$ cat src/logic/led_stage_pkg.sv
// Constants shared by the LED output stage control block
package led_stage_pkg;

  // ------------------------------------------------------------------
  // Clock and waveform timing
  // ------------------------------------------------------------------
  localparam int CLK_HZ = 100_000_000;
  localparam int DUTY_STEPS = 256;
  localparam int DUTY_WIDTH = 8;
  localparam int INDIV_FREQ_HZ = 97_000;
  localparam int DIM_FREQ_HZ = 190;
  localparam int BLINK_FAST_FREQ_HZ = 24;
  // Cycles per duty step; the waveform period is DUTY_STEPS steps
  localparam int INDIV_STEP_CYCLES = CLK_HZ / (INDIV_FREQ_HZ * DUTY_STEPS);
  localparam int DIM_STEP_CYCLES = CLK_HZ / (DIM_FREQ_HZ * DUTY_STEPS);
  // Step length of the fastest blink; slower blinks stretch it by (period code + 1)
  localparam int BLINK_STEP_CYCLES_DEFAULT = CLK_HZ / (BLINK_FAST_FREQ_HZ * DUTY_STEPS);

  // ------------------------------------------------------------------
  // Field encodings
  // ------------------------------------------------------------------
  localparam logic [1:0] STATE_OFF = 2'h0;
  localparam logic [1:0] STATE_ON = 2'h1;
  localparam logic [1:0] STATE_INDIV = 2'h2;
  localparam logic [1:0] STATE_COMBINED = 2'h3;

  localparam logic [1:0] DISABLED_LOW = 2'h0;
  localparam logic [1:0] DISABLED_HIGH = 2'h1;
  localparam logic [1:0] DISABLED_FLOAT = 2'h2;

  localparam logic GROUP_MODE_DIM = 1'h0;
  localparam logic GROUP_MODE_BLINK = 1'h1;

  localparam logic DRIVE_OPEN_DRAIN = 1'h0;
  localparam logic DRIVE_TOTEM_POLE = 1'h1;

  // ------------------------------------------------------------------
  // Reset values
  // ------------------------------------------------------------------
  localparam logic RESET_PIN_OUT = 1'h1;
  localparam logic RESET_PIN_OE_N = 1'h1;

endpackage : led_stage_pkg

$ cat src/logic/pin_stage_if.sv
// Per-channel link between the waveform logic and one pin driver
`timescale 1ns/1ps
interface pin_stage_if;
  logic pullLow;
  logic outputsEnabled;
  logic driveType;
  logic [1:0] disabledState;

  modport ctrl (output pullLow, output outputsEnabled, output driveType, output disabledState);
  modport stage (input pullLow, input outputsEnabled, input driveType, input disabledState);
endinterface : pin_stage_if

$ cat src/logic/led_output_stage_control.sv
// Per-channel LED output stage: duty waveforms, group dim/blink, polarity and pin drive
// ------------------------------------------------------------------
// ------------------------------------------------------------------
`timescale 1ns/1ps
module led_output_stage_control #(
  parameter int CHANNELS = 16,
  parameter int BLINK_STEP_CYCLES = led_stage_pkg::BLINK_STEP_CYCLES_DEFAULT
) (
  input wire logic mclk,
  input wire logic rst,
  input wire logic outputEnableN,
  input wire logic outputPolarityInvert,
  input wire logic outputDriveType,
  input wire logic [1:0] disabledOutputState,
  input wire logic groupModeSelect,
  input wire logic [2*CHANNELS-1:0] channelStateSelect,
  input wire logic [led_stage_pkg::DUTY_WIDTH*CHANNELS-1:0] channelDuty,
  input wire logic [led_stage_pkg::DUTY_WIDTH-1:0] groupDuty,
  input wire logic [led_stage_pkg::DUTY_WIDTH-1:0] groupBlinkPeriod,
  output logic [CHANNELS-1:0] channelOutputPin,
  output logic [CHANNELS-1:0] channelOutputPinOeN
);

  localparam int DW = led_stage_pkg::DUTY_WIDTH;
  localparam int INDIV_STEPS = led_stage_pkg::INDIV_STEP_CYCLES;
  localparam int DIM_STEPS = led_stage_pkg::DIM_STEP_CYCLES;
  localparam int INDIV_PW = (INDIV_STEPS > 1) ? $clog2(INDIV_STEPS) : 1;
  localparam int DIM_PW = (DIM_STEPS > 1) ? $clog2(DIM_STEPS) : 1;
  localparam int BLINK_PW = (BLINK_STEP_CYCLES > 1) ? $clog2(BLINK_STEP_CYCLES) : 1;

  // ------------------------------------------------------------------
  // Elaboration checks
  // ------------------------------------------------------------------
  generate
    if (CHANNELS < 1) begin : gBadChannels
      $error("CHANNELS must be at least 1");
    end
    if (BLINK_STEP_CYCLES < 1) begin : gBadBlink
      $error("BLINK_STEP_CYCLES must be at least 1");
    end
  endgenerate

  // ------------------------------------------------------------------
  // Individual waveform timebase
  // ------------------------------------------------------------------
  // One counter serves all channels, so every channel shares the same phase
  logic [INDIV_PW-1:0] indivPrescale;
  logic [DW-1:0] indivCount;
  wire logic indivStep;

  assign indivStep = (indivPrescale == INDIV_PW'(INDIV_STEPS - 1));

  always_ff @(posedge mclk) begin
    if (rst) begin
      indivPrescale <= '0;
    end else if (indivStep) begin
      indivPrescale <= '0;
    end else begin
      indivPrescale <= indivPrescale + INDIV_PW'(1);
    end
  end

  always_ff @(posedge mclk) begin
    if (rst) begin
      indivCount <= '0;
    end else if (indivStep) begin
      indivCount <= indivCount + DW'(1);
    end
  end

  // ------------------------------------------------------------------
  // Group dimming timebase
  // ------------------------------------------------------------------
  logic [DIM_PW-1:0] dimPrescale;
  logic [DW-1:0] dimCount;
  wire logic dimStep;

  assign dimStep = (dimPrescale == DIM_PW'(DIM_STEPS - 1));

  always_ff @(posedge mclk) begin
    if (rst) begin
      dimPrescale <= '0;
    end else if (dimStep) begin
      dimPrescale <= '0;
    end else begin
      dimPrescale <= dimPrescale + DIM_PW'(1);
    end
  end

  always_ff @(posedge mclk) begin
    if (rst) begin
      dimCount <= '0;
    end else if (dimStep) begin
      dimCount <= dimCount + DW'(1);
    end
  end

  // ------------------------------------------------------------------
  // Group blinking timebase
  // ------------------------------------------------------------------
  // Each blink step lasts (period code + 1) base steps, so the period
  // scales linearly from the fastest rate down to 256 times slower.
  logic [BLINK_PW-1:0] blinkPrescale;
  logic [DW-1:0] blinkStretch;
  logic [DW-1:0] blinkCount;
  wire logic blinkBaseStep;
  wire logic blinkStretchDone;
  wire logic blinkStep;

  assign blinkBaseStep = (blinkPrescale == BLINK_PW'(BLINK_STEP_CYCLES - 1));
  // A lowered period code ends the current step at the next base step instead of wrapping
  assign blinkStretchDone = (blinkStretch >= groupBlinkPeriod);
  assign blinkStep = blinkBaseStep && blinkStretchDone;

  always_ff @(posedge mclk) begin
    if (rst) begin
      blinkPrescale <= '0;
    end else if (blinkBaseStep) begin
      blinkPrescale <= '0;
    end else begin
      blinkPrescale <= blinkPrescale + BLINK_PW'(1);
    end
  end

  always_ff @(posedge mclk) begin
    if (rst) begin
      blinkStretch <= '0;
    end else if (blinkStep) begin
      blinkStretch <= '0;
    end else if (blinkBaseStep) begin
      blinkStretch <= blinkStretch + DW'(1);
    end
  end

  always_ff @(posedge mclk) begin
    if (rst) begin
      blinkCount <= '0;
    end else if (blinkStep) begin
      blinkCount <= blinkCount + DW'(1);
    end
  end

  // ------------------------------------------------------------------
  // Group waveform selection
  // ------------------------------------------------------------------
  wire logic [DW-1:0] groupCount;
  wire logic groupActive;
  wire logic outputsEnabled;

  assign groupCount = (groupModeSelect == led_stage_pkg::GROUP_MODE_BLINK)
                      ? blinkCount : dimCount;
  assign groupActive = (groupCount < groupDuty);
  assign outputsEnabled = !outputEnableN;

  // ------------------------------------------------------------------
  // Per-channel level and pin driver
  // ------------------------------------------------------------------
  genvar ch;
  generate
    for (ch = 0; ch < CHANNELS; ch = ch + 1) begin : gChannel
      wire logic [1:0] chanState;
      wire logic [DW-1:0] chanDuty;
      wire logic indivActive;
      logic pullLowPlain;
      pin_stage_if link ();

      assign chanState = channelStateSelect[2*ch +: 2];
      assign chanDuty = channelDuty[DW*ch +: DW];
      assign indivActive = (indivCount < chanDuty);

      // Level before inversion: high means the lower transistor is on
      always_comb begin
        case (chanState)
          led_stage_pkg::STATE_OFF: pullLowPlain = 1'b0;
          led_stage_pkg::STATE_ON: pullLowPlain = 1'b1;
          led_stage_pkg::STATE_INDIV: pullLowPlain = indivActive;
          led_stage_pkg::STATE_COMBINED: pullLowPlain = indivActive && groupActive;
          default: pullLowPlain = 1'b0;
        endcase
      end

      // Inversion complements every state, static and waveform alike
      assign link.pullLow = pullLowPlain ^ outputPolarityInvert;
      assign link.outputsEnabled = outputsEnabled;
      assign link.driveType = outputDriveType;
      assign link.disabledState = disabledOutputState;

      pin_driver_stage uStage (
        .mclk(mclk),
        .rst(rst),
        .link(link.stage),
        .pinOut(channelOutputPin[ch]),
        .pinOeN(channelOutputPinOeN[ch])
      );
    end
  endgenerate

endmodule : led_output_stage_control

$ cat src/logic/pin_driver_stage.sv
// Output transistor selection and registered pin drive for one channel
`timescale 1ns/1ps
module pin_driver_stage (
  input wire logic mclk,
  input wire logic rst,
  pin_stage_if.stage link,
  output logic pinOut,
  output logic pinOeN
);

  // ------------------------------------------------------------------
  // Transistor selection
  // ------------------------------------------------------------------
  wire logic highDriven;
  wire logic enabledOut;
  wire logic enabledOeN;
  wire logic disabledOut;
  wire logic disabledOeN;
  wire logic next_pinOut;
  wire logic next_pinOeN;

  // Open drain never turns on the upper transistor
  assign highDriven = (link.driveType == led_stage_pkg::DRIVE_TOTEM_POLE);
  assign enabledOut = !link.pullLow;
  assign enabledOeN = !(link.pullLow || highDriven);

  // Reserved code 11 floats like code 10
  assign disabledOut = (link.disabledState == led_stage_pkg::DISABLED_HIGH);
  assign disabledOeN = !((link.disabledState == led_stage_pkg::DISABLED_LOW)
                         || ((link.disabledState == led_stage_pkg::DISABLED_HIGH)
                             && highDriven));

  // Override acts in the very next cycle, no waveform boundary awaited
  assign next_pinOut = link.outputsEnabled ? enabledOut : disabledOut;
  assign next_pinOeN = link.outputsEnabled ? enabledOeN : disabledOeN;

  // ------------------------------------------------------------------
  // Pin registers
  // ------------------------------------------------------------------
  always_ff @(posedge mclk) begin
    if (rst) begin
      pinOut <= led_stage_pkg::RESET_PIN_OUT;
      pinOeN <= led_stage_pkg::RESET_PIN_OE_N;
    end else begin
      pinOut <= next_pinOut;
      pinOeN <= next_pinOeN;
    end
  end

endmodule : pin_driver_stage

$ cat config.mk
export PLATFORM = sky130hd
export DESIGN_NAME = led_output_stage_control
export DESIGN_NICKNAME = d
export VERILOG_FILES = /design/src/logic/led_stage_pkg.sv /design/src/logic/pin_stage_if.sv /design/src/logic/led_output_stage_control.sv /design/src/logic/pin_driver_stage.sv
export SDC_FILE = /design/constraint.sdc
export NUM_CORES = 1
export LEC_CHECK = 0
export BUFFER_PORTS_ARGS = -buffer_cell sky130_fd_sc_hd__buf_2
export CORE_ASPECT_RATIO = 1.1
export CORE_UTILIZATION = 54
export DETAILED_ROUTE_END_ITERATION = 7
export PLACE_DENSITY_LB_ADDON = 0.15
export SLEW_MARGIN = 30
export SYNTH_ARGS = -nofsm -noshare
export SYNTH_HDL_FRONTEND = slang
export SYNTH_HIERARCHICAL = 1
export SYNTH_SLANG_ARGS = --single-unit
$ cat constraint.sdc
create_clock -name mclk -period 3.6 [get_ports mclk]
set_input_delay 0.18 -clock mclk [delete_from_list [all_inputs] [get_ports mclk]]
set_output_delay 0.18 -clock mclk [all_outputs]
set_load 0.01 [all_outputs]
==> reports/metrics.csv, run 1 <==
metric,value,unit
status,"finished, final reports clean",
max_cap_violations,0,
first_global_vias,6875,
clock_sinks,92,
final_area,9220,µm²
first_pass_iters,4,
synth.area.top_cells,"dfxtp_1 (24%), ha_1 (22%), inv_1 (8.8%), a21oi_1 (4.3%), nor2_1 (3.3%)",
core-area,13700,µm²
synth_nets,1288,
async_reset_ff_share,0,%
post_cts_buffers,0,
initial_core_util,55.3,%
synthFlopType,dfxtp_1,
drive_gt1_share,21.5,%
pre_cts_ws,689,ps
die_x,115,µm
ant_nets,0,
vias,7220,
crit_top_cell,nand2_1,
ys_types,46,
portBuffers,215,
setup_ws,852,ps
setup_tns,0,ps
nFillCells,1231,
grt_pass1_wl,33.2,mm
synth.largest_area_cell,dfxtp_1,
power.density,275,nW/µm²
grt-ovfl-total,0,
hold_violations,0,
worst-endpoint-arrival,2980,ps
place_hpwl,16.1,mm
stdcell_count,1387,
post_drt_via_cell_ratio,5.21,
ios,216,
wl_met2,9.39,mm
dr.max_layer_used,met5,
dieArea,14500,µm²
required,3830,ps
rows,45,
syn_area_per_cell,7.84,µm²
synth_seq_area_share,24.3,%
max_stage_delay,340,ps
peakVddDrop,0.251,mV
clock_latency,350,ps
drt-total-wl,20.3,mm
drv_slew,0,
antenna_found_initial,5,
wl_per_cell,14.6,µm
cts_resized,0,
place_inst,1366,
min_period_over_period,76.3,%
start_kind,flip-flop,
setup_violations,0,
ctsHoldBuffers,0,
p_leak,4.90,nW
wl_met3,1.32,mm
syn_inst,969,
hp-class,input pin to flip-flop,
grt_max_degree,49,
drt_iter0_drc,470,
clockBufferDepth,2,
htreeDepth,3,
slowest_stage,dfxtp_1,
drc,0,
syn-cell-area,7590,µm²
ys_ff_latch,92,
finClkSkew,8.92,ps
syn2layout_area_growth,21.4,%
placed_area,8900,µm²
post-route-util,67.1,%
root_buffer,clkbuf_16,
rsz0062_at_grt,no,
slew_headroom,50.9,%
die_height,126,µm
met1_length,8.93,mm
worst_pin_slew,735,ps
synth_top_area_share,24.3,%
grt_usage,29.1,%
synth-edff-count,0,
cp_max_fo,16,
path_cells,"mux2_2, ha_1, and4_1, nand2_1, o311ai_2, buf_4, nand2_1, a32oi_1, xnor2_1, nor2b_1, or3_1",
whs,297,ps
finalWeightedCongestion,0.932,
cp-end-kind,flip-flop,
numCtsBuffers,9,
total_power,2.53,mW
critPathKind,flip-flop to flip-flop,
timing.fmax,364,MHz
synth_warnings,6,
layout.nets,1508,
cts.reportedPaths.clkPinSlew,70,ps
cts_tree,yes,
fin_crit,2750,ps
worst max-delay path: cells and delay by family, from the launching register on:
family	cells	cell delay, ps
adder cells (fa/ha/maj)	1	300
flip-flops	1	340
AND/OR/NAND/NOR	5	750
multiplexers	1	260
buffers and inverters	1	290
AO/OA/AOI/OAI	2	540
XOR/XNOR	1	170
power by group:
part	internal [mW]	total (mW)	switching (mW)
sequential	1.06	1.09	0.0298
clock	0.560	0.971	0.411
combinational	0.226	0.469	0.243
cells in the final DEF (no fill, tap or decap), types with 7 or more instances in the layout:
cell       Yosys  layout
xor2_1        25      25
a211oi_1      14      14
a21o_1        17      17
buf_2          3     215
nor3b_1       17      17
nor2_1        66      66
inv_1        178     177
nand2_1       46      46
or3_1         39      39
nor2b_1       35      35
nor4_1        16      16
nand2b_1      18      18
a32oi_1       16      16
dfxtp_1       92      92
nand4_1        7       7
o21ai_0       36      36
clkbuf_16      0       9
a21oi_1       66      66
ha_1         135     135
buf_4          0       9
and3_1        15      15
xnor2_1       26      26
nand3_1       39      39
mux2_2         7       7
cells by family (layout without fill, tap and decap cells):
kind of cell,after synthesis,count (layout),synth area share (%)
other,0,5,0
flip-flops,92,92,24.3
AO/OA/AOI/OAI,172,172,14.0
buffers and inverters,193,418,9.69
XOR/XNOR,51,51,5.88
multiplexers,10,10,1.43
AND/OR/NAND/NOR,316,316,22.5
adder cells (fa/ha/maj),135,135,22.2
cell type report:
type	count	area [µm²]	area share, %
multi-input combinational	684	5020	54.4
sequential	92	1840	20.0
timing repair buffer	224	1140	12.4
inverter	178	668	7.25
clock buffer	11	243	2.63
tap	188	235	2.55
clock inverter	5	60.1	0.651
antenna	5	12.5	0.136
routing by layer:
metal,vias to the layer above,track usage [%]
li1,3746,-
met5,-,0
met3,40,7.12
met4,2,11.2
met1,3231,36.0
met2,201,48.4
registers in the layout, summed over array words and instances (netlist names):
signal                  count
dimCount                    8
gChannel.uStage/pinOut     16
dimPrescale                12
gChannel.uStage/pinOeN     16
indivCount                  8
blinkStretch                8
blinkCount                  8
blinkPrescale              14
indivPrescale               2
final timing paths:
path	start	to	slack [ps]	cells after the start
max	dimCount[6]	gChannel[11].uStage/pinOut	850	11
min	rst	dimCount[2]	300	2
max reg2reg	dimCount[6]	gChannel[11].uStage/pinOut	850	11
min reg2reg	indivPrescale[0]	indivPrescale[0]	440	1
cells in the mapped netlist, types with 15 or more instances:
library cell  number
nor2_1            66
nand3_1           39
nand2b_1          18
nand2_1           46
nor4_1            16
or3_1             39
nor2b_1           35
a32oi_1           16
ha_1             135
nor3b_1           17
xnor2_1           26
and3_1            15
inv_1            178
a21o_1            17
xor2_1            25
dfxtp_1           92
a21oi_1           66
o21ai_0           36
No activity file was read; power rests on OpenSTA's default activity.
==> inputs of run 2 (changes only) <==
- clock period: 3.6 -> 2.7 ns (I/O delays scaled with it)
==> run 2 against run 1 <==
The run now ends with setup timing left. Maximum frequency grew 1.1%. Setup slack lost 870 ps. Via count increased by 2.6%. Clock-buffer cell count decreased by 1. Total power grew 39%.
==> reports/metrics.csv, run 2 (synthesized netlist as in run 1, its figures left out) <==
metric,value,unit,change
finClkSkew,8.67,ps,was 8.92 ps
peakVddDrop,0.270,mV,was 0.251 mV
cts_tree,yes,,unchanged
hp-class,input pin to flip-flop,,unchanged
first_pass_iters,5,,was 4
rsz0062_at_grt,yes,,was no
syn2layout_area_growth,26.0,%,was 21.4%
antenna_found_initial,7,,was 5
ios,216,,unchanged
cts.reportedPaths.clkPinSlew,70,ps,about the same
place_inst,1375,,was 1366
grt_max_degree,49,,unchanged
min_to,indivCount[6],,was dimCount[2]
layout.nets,1522,,was 1508
holdPathStages,2,,unchanged
ant_nets,0,,unchanged
timing.fmax,368,MHz,was 364 MHz
grt_usage,28.7,%,was 29.1%
worst_pin_slew,842,ps,was 735 ps
initial_core_util,55.3,%,unchanged
placed_area,9020,µm²,was 8900 µm²
min_period_over_period,101,%,was 76.3%
cp_max_fo,8,,was 16
ctsHoldBuffers,0,,unchanged
layout_common_cells,"buf_2 (215), inv_1 (178), ha_1 (131)",,"was buf_2 (215), inv_1 (177), ha_1 (135)"
r2r-end,gChannel[6].uStage/pinOut,,was gChannel[11].uStage/pinOut
drt_iter0_drc,416,,was 470
setup_ws,-18.5,ps,was 852 ps
grt-ovfl-total,0,,unchanged
portBuffers,215,,unchanged
die_height,126,µm,unchanged
cp-end-kind,flip-flop,,unchanged
vias,7405,,was 7220
first_global_vias,6897,,was 6875
clock_latency,350,ps,about the same
fin_crit,2720,ps,was 2750 ps
die_x,115,µm,unchanged
min_from,rst,,unchanged
regToRegStartpoint,dimCount[7],,was dimCount[6]
whs,258,ps,was 297 ps
slew_headroom,43.8,%,was 50.9%
required,2940,ps,was 3830 ps
pre_cts_ws,-36.2,ps,was 689 ps
wl_per_cell,14.6,µm,about the same
root_buffer,clkbuf_16,,unchanged
finalWeightedCongestion,0.899,,was 0.932
drive_gt1_share,24.3,%,was 21.5%
reg2reg_depth,11,,unchanged
drt-total-wl,20.5,mm,was 20.3 mm
post_drt_via_cell_ratio,5.28,,was 5.21
total_power,3.52,mW,was 2.53 mW
grt_pass1_wl,32.6,mm,was 33.2 mm
critPathKind,flip-flop to flip-flop,,unchanged
violations,setup timing,,
reg_top3,"gChannel.uStage/pinOeN x16, gChannel.uStage/pinOut x16, blinkPrescale x14",,unchanged
rows,45,,unchanged
clock_sinks,92,,unchanged
r2r_slack,-20,ps,was 850 ps
dieArea,14500,µm²,unchanged
htreeDepth,3,,unchanged
start_kind,flip-flop,,unchanged
clockBufferDepth,2,,unchanged
final_area,9570,µm²,was 9220 µm²
p_leak,5.05,nW,was 4.90 nW
status,"finished, violations left",,"was finished, final reports clean"
stdcell_count,1402,,was 1387
max_cap_violations,0,,unchanged
numCtsBuffers,9,,unchanged
place_hpwl,15.8,mm,was 16.1 mm
worst-endpoint-arrival,2950,ps,was 2980 ps
drc,0,,unchanged
setup_violations,5,,was 0
core-area,13700,µm²,unchanged
hold_violations,0,,unchanged
drv_slew,0,,unchanged
final_common_cell,buf_2,,unchanged
power.density,368,nW/µm²,was 275 nW/µm²
nFillCells,1181,,was 1231
==> run 2: cell count changes in the layout (fill, tap and decap cells not counted), sizes merged <==
| cell | delta |
|---|---|
| buf | +13 |
| inv | +2 |
| bufinv | +1 |
| clkinv | -1 |
| clkinvlp | -1 |
| diode | +1 |
==> run 2: worst max-delay path by stage <==
stage | slack (ps) | start | end
final | -20 | dimCount[7] | gChannel[6].uStage/pinOut
after global routing | -90 | dimCount[7] | gChannel[4].uStage/pinOut
after CTS | 2 | dimCount[6] | gChannel[7].uStage/pinOut
after detailed placement | -40 | groupModeSelect | gChannel[7].uStage/pinOut
after global placement | 40 | groupModeSelect | gChannel[11].uStage/pinOut
after floorplan | 4 | groupModeSelect | gChannel[5].uStage/pinOut
==> run 2: layout make-up <==
| cell class | count | area (µm²) | share of cell area, % |
|---|---|---|---|
| Timing Repair Buffer | 238 | 1300 | 13.6 |
| Clock buffer | 10 | 239 | 2.50 |
| Inverter | 178 | 668 | 6.98 |
| Antenna cell | 6 | 15.0 | 0.157 |
| Clock inverter | 6 | 93.8 | 0.981 |
| Tap cell | 188 | 235 | 2.46 |
| Sequential cell | 92 | 1850 | 19.4 |
| Multi-Input combinational cell | 684 | 5160 | 53.9 |
==> run 2: power by group <==
group / switching, mW / internal [mW] / total (mW)
Combinational: 0.336 / 0.315 / 0.651
Sequential: 0.0434 / 1.42 / 1.46
Clock: 0.560 / 0.848 / 1.41
==> run 2: worst max-delay path, cell delays in order, from the launching register on <==
cell and delay, ps:
dfxtp_2 330, mux2_4 280, ha_4 270, and4_4 240, nand2_4 50, o311ai_4 370, clkbuf_16 260, nand2_2 60
a32oi_2 200, xnor2_1 130, nor2b_1 70, or3_1 340
==> run 2: metal layers <==
metal	part of all wire (%)	wire length (µm)	track usage [%]	vias to the layer above
met1	45	9180	36.6	3348
li1	-	-	-	3785
met2	45	9240	46.1	217
met4	3.1	635	12.5	2
met3	7.1	1450	6.78	53
met5	0.063	13	0	-
==> run 2: repair_timing <==
item,4_1_cts,5_1_grt
buffers inserted,0,4
gates resized for setup,0,37
endpoints found under the setup margin,0,32
endpoints found under the hold margin,0,0
==> run 2: stage by stage <==
step	utilization, %	setup TNS [ps]
after global placement	65.7	0
after CTS	68.1	0
after global routing	69.6	-1160
after floorplan	-	0
final	69.6	-48.5
after detailed placement	65.7	-212
==> inputs of run 3 (changes only) <==
- CORE_ASPECT_RATIO: 1.1 -> unset
==> run 3 against run 2 <==
Core utilization is 1.5 points higher. Largest cell class unchanged. Sequential share of layout area barely moved. Non-clock buffer count increased by 11. Wire length grew 4.4%. Total power is 5.7% lower. Flip-flop and latch count unchanged. Clock power fell by 15%. The run now ends clean. First-iteration DRC count increased by 39%.
==> reports/metrics.csv, run 3 (synthesized netlist as in run 1, its figures left out) <==
metric,value,unit,change
ios,216,,unchanged
placed_area,9020,µm²,about the same
numCtsBuffers,9,,unchanged
layout.nets,1533,,was 1522
clock_latency,350,ps,about the same
hold_violations,0,,unchanged
grt-ovfl-total,0,,unchanged
slowest_stage,dfxtp_2,,was o311ai_4
rsz0062_at_grt,yes,,unchanged
first_global_vias,7075,,was 6897
clock_sinks,92,,unchanged
final_common_cell,buf_2,,unchanged
htreeDepth,3,,unchanged
portBuffers,215,,unchanged
start_kind,flip-flop,,unchanged
finalWeightedCongestion,0.953,,was 0.899
cts_tree,yes,,unchanged
rows,42,,was 45
finClkSkew,6.19,ps,was 8.67 ps
whs,249,ps,was 258 ps
root_buffer,clkbuf_16,,unchanged
setup_ws,22.8,ps,was -18.5 ps
wl_per_cell,15.3,µm,was 14.6 µm
drv_slew,0,,unchanged
layout_common_cells,"buf_2 (215), inv_1 (178), ha_1 (131)",,unchanged
reg2reg_depth,12,,was 11
setup_violations,0,,was 5
peakVddDrop,0.293,mV,was 0.270 mV
reg_top3,"gChannel.uStage/pinOeN x16, gChannel.uStage/pinOut x16, blinkPrescale x14",,unchanged
clockBufferDepth,2,,unchanged
pre_cts_ws,-68.8,ps,was -36.2 ps
stdcell_count,1399,,was 1402
place_inst,1369,,was 1375
drt-total-wl,21.4,mm,was 20.5 mm
core-area,13500,µm²,was 13700 µm²
max_stage_delay,340,ps,was 370 ps
r2r-end,gChannel[6].uStage/pinOut,,unchanged
required,2930,ps,was 2940 ps
post-route-util,71.1,%,was 69.6%
drt_iter0_drc,579,,was 416
timing.fmax,374,MHz,was 368 MHz
fin_crit,2680,ps,was 2720 ps
hp-class,input pin to flip-flop,,unchanged
drive_gt1_share,25.3,%,was 24.3%
syn2layout_area_growth,26.0,%,about the same
regToRegStartpoint,blinkCount[6],,was dimCount[7]
ant_nets,0,,unchanged
place_hpwl,16.1,mm,was 15.8 mm
slew_headroom,55.0,%,was 43.8%
worst-path-buf-inv,2,,was 1
critPathKind,flip-flop to flip-flop,,unchanged
final_area,9570,µm²,about the same
ctsHoldBuffers,0,,unchanged
grt_usage,30.3,%,was 28.7%
r2r_slack,20,ps,was -20 ps
min_to,dimCount[3],,was indivCount[6]
vias,7436,,was 7405
p_leak,5.08,nW,was 5.05 nW
cp_max_fo,8,,unchanged
max_cap_violations,0,,unchanged
cp-end-kind,flip-flop,,unchanged
first_pass_iters,5,,unchanged
status,"finished, final reports clean",,"was finished, violations left"
worst_pin_slew,675,ps,was 842 ps
worst-endpoint-arrival,2910,ps,was 2950 ps
cts.reportedPaths.clkPinSlew,70,ps,about the same
post_drt_via_cell_ratio,5.32,,was 5.28
critPathTopFamily,simple AND/OR/NAND/NOR gates,,unchanged
holdPathStages,2,,unchanged
die_x,121,µm,was 115 µm
dieArea,14500,µm²,about the same
path_cells,"mux2_4, ha_4, and4_4, nand2_4, o311ai_4, buf_4, buf_16, nand2_1, a32oi_2, xnor2_1, nor2b_1, or3_1",,"was mux2_4, ha_4, and4_4, nand2_4, o311ai_4, clkbuf_16, nand2_2, a32oi_2, xnor2_1, nor2b_1, or3_1"
drc,0,,unchanged
die_height,121,µm,was 126 µm
grt_pass1_wl,34.5,mm,was 32.6 mm
min_from,rst,,unchanged
power.density,347,nW/µm²,was 368 nW/µm²
initial_core_util,56.4,%,was 55.3%
min_period_over_period,99.2,%,was 101%
antenna_found_initial,4,,was 7
grt_max_degree,49,,unchanged
==> run 3: cell type report <==
| class | count | area, µm² |
|---|---|---|
| multi-input cells | 684 | 5170 |
| clock inverters | 5 | 36.3 |
| repair buffers | 249 | 1360 |
| diodes | 4 | 10.0 |
| well taps | 176 | 220 |
| inverters | 178 | 668 |
| fillers | 1142 | 3880 |
| flip-flops and latches | 92 | 1850 |
| clock buffers | 11 | 243 |
==> run 3: repair_timing <==
item	4_1_cts	5_1_grt
endpoints found under the setup margin	4	30
setup buffers	5	4
hold endpoints to repair	0	0
gates cloned	1	0
gates resized for setup	26	11
pin swaps	12	11
==> run 3: stage by stage <==
stage	TNS, ps	power (mW)
2_1_floorplan	0	1.82
3_3_place_gp	0	2.11
3_5_place_dp	-308	2.12
4_1_cts	0	3.33
5_1_grt	-643	3.48
6_report	0	3.32
==> run 3: how the worst max path moves through the flow <==
| stage | start | endpoint | cells after the start |
|---|---|---|---|
| finish | blinkCount[6] | gChannel[6].uStage/pinOut | 12 |
| global route | blinkCount[6] | gChannel[12].uStage/pinOut | 12 |
| CTS | dimCount[7] | gChannel[0].uStage/pinOut | 12 |
| detailed placement | groupModeSelect | gChannel[4].uStage/pinOut | 12 |
| global placement | groupModeSelect | gChannel[4].uStage/pinOut | 12 |
| floorplan | groupModeSelect | gChannel[5].uStage/pinOut | 12 |
==> run 3: worst reg2reg max path, stage by stage (launching register included) <==
cell	delay (ps)
dfxtp_2	340
mux2_4	280
ha_4	270
and4_4	240
nand2_4	50
o311ai_4	240
buf_4	190
buf_16	130
nand2_1	80
a32oi_2	230
xnor2_1	140
nor2b_1	70
or3_1	290
==> run 3: power by group <==
group / switching, mW / internal [mW] / leakage (nW)
Combinational: 0.336 / 0.318 / 4.19
Sequential: 0.0474 / 1.42 / 0.758
Clock: 0.547 / 0.651 / 0.128
Total: 0.930 / 2.39 / 5.08
==> run 3: metal layers <==
layer,up-vias,part of all wire (%),GRT usage [%]
met5,-,0,0
met4,0,2.4,10.9
met3,46,7.2,5.99
met2,250,44,47.7
met1,3342,46,41.0
li1,3798,-,-
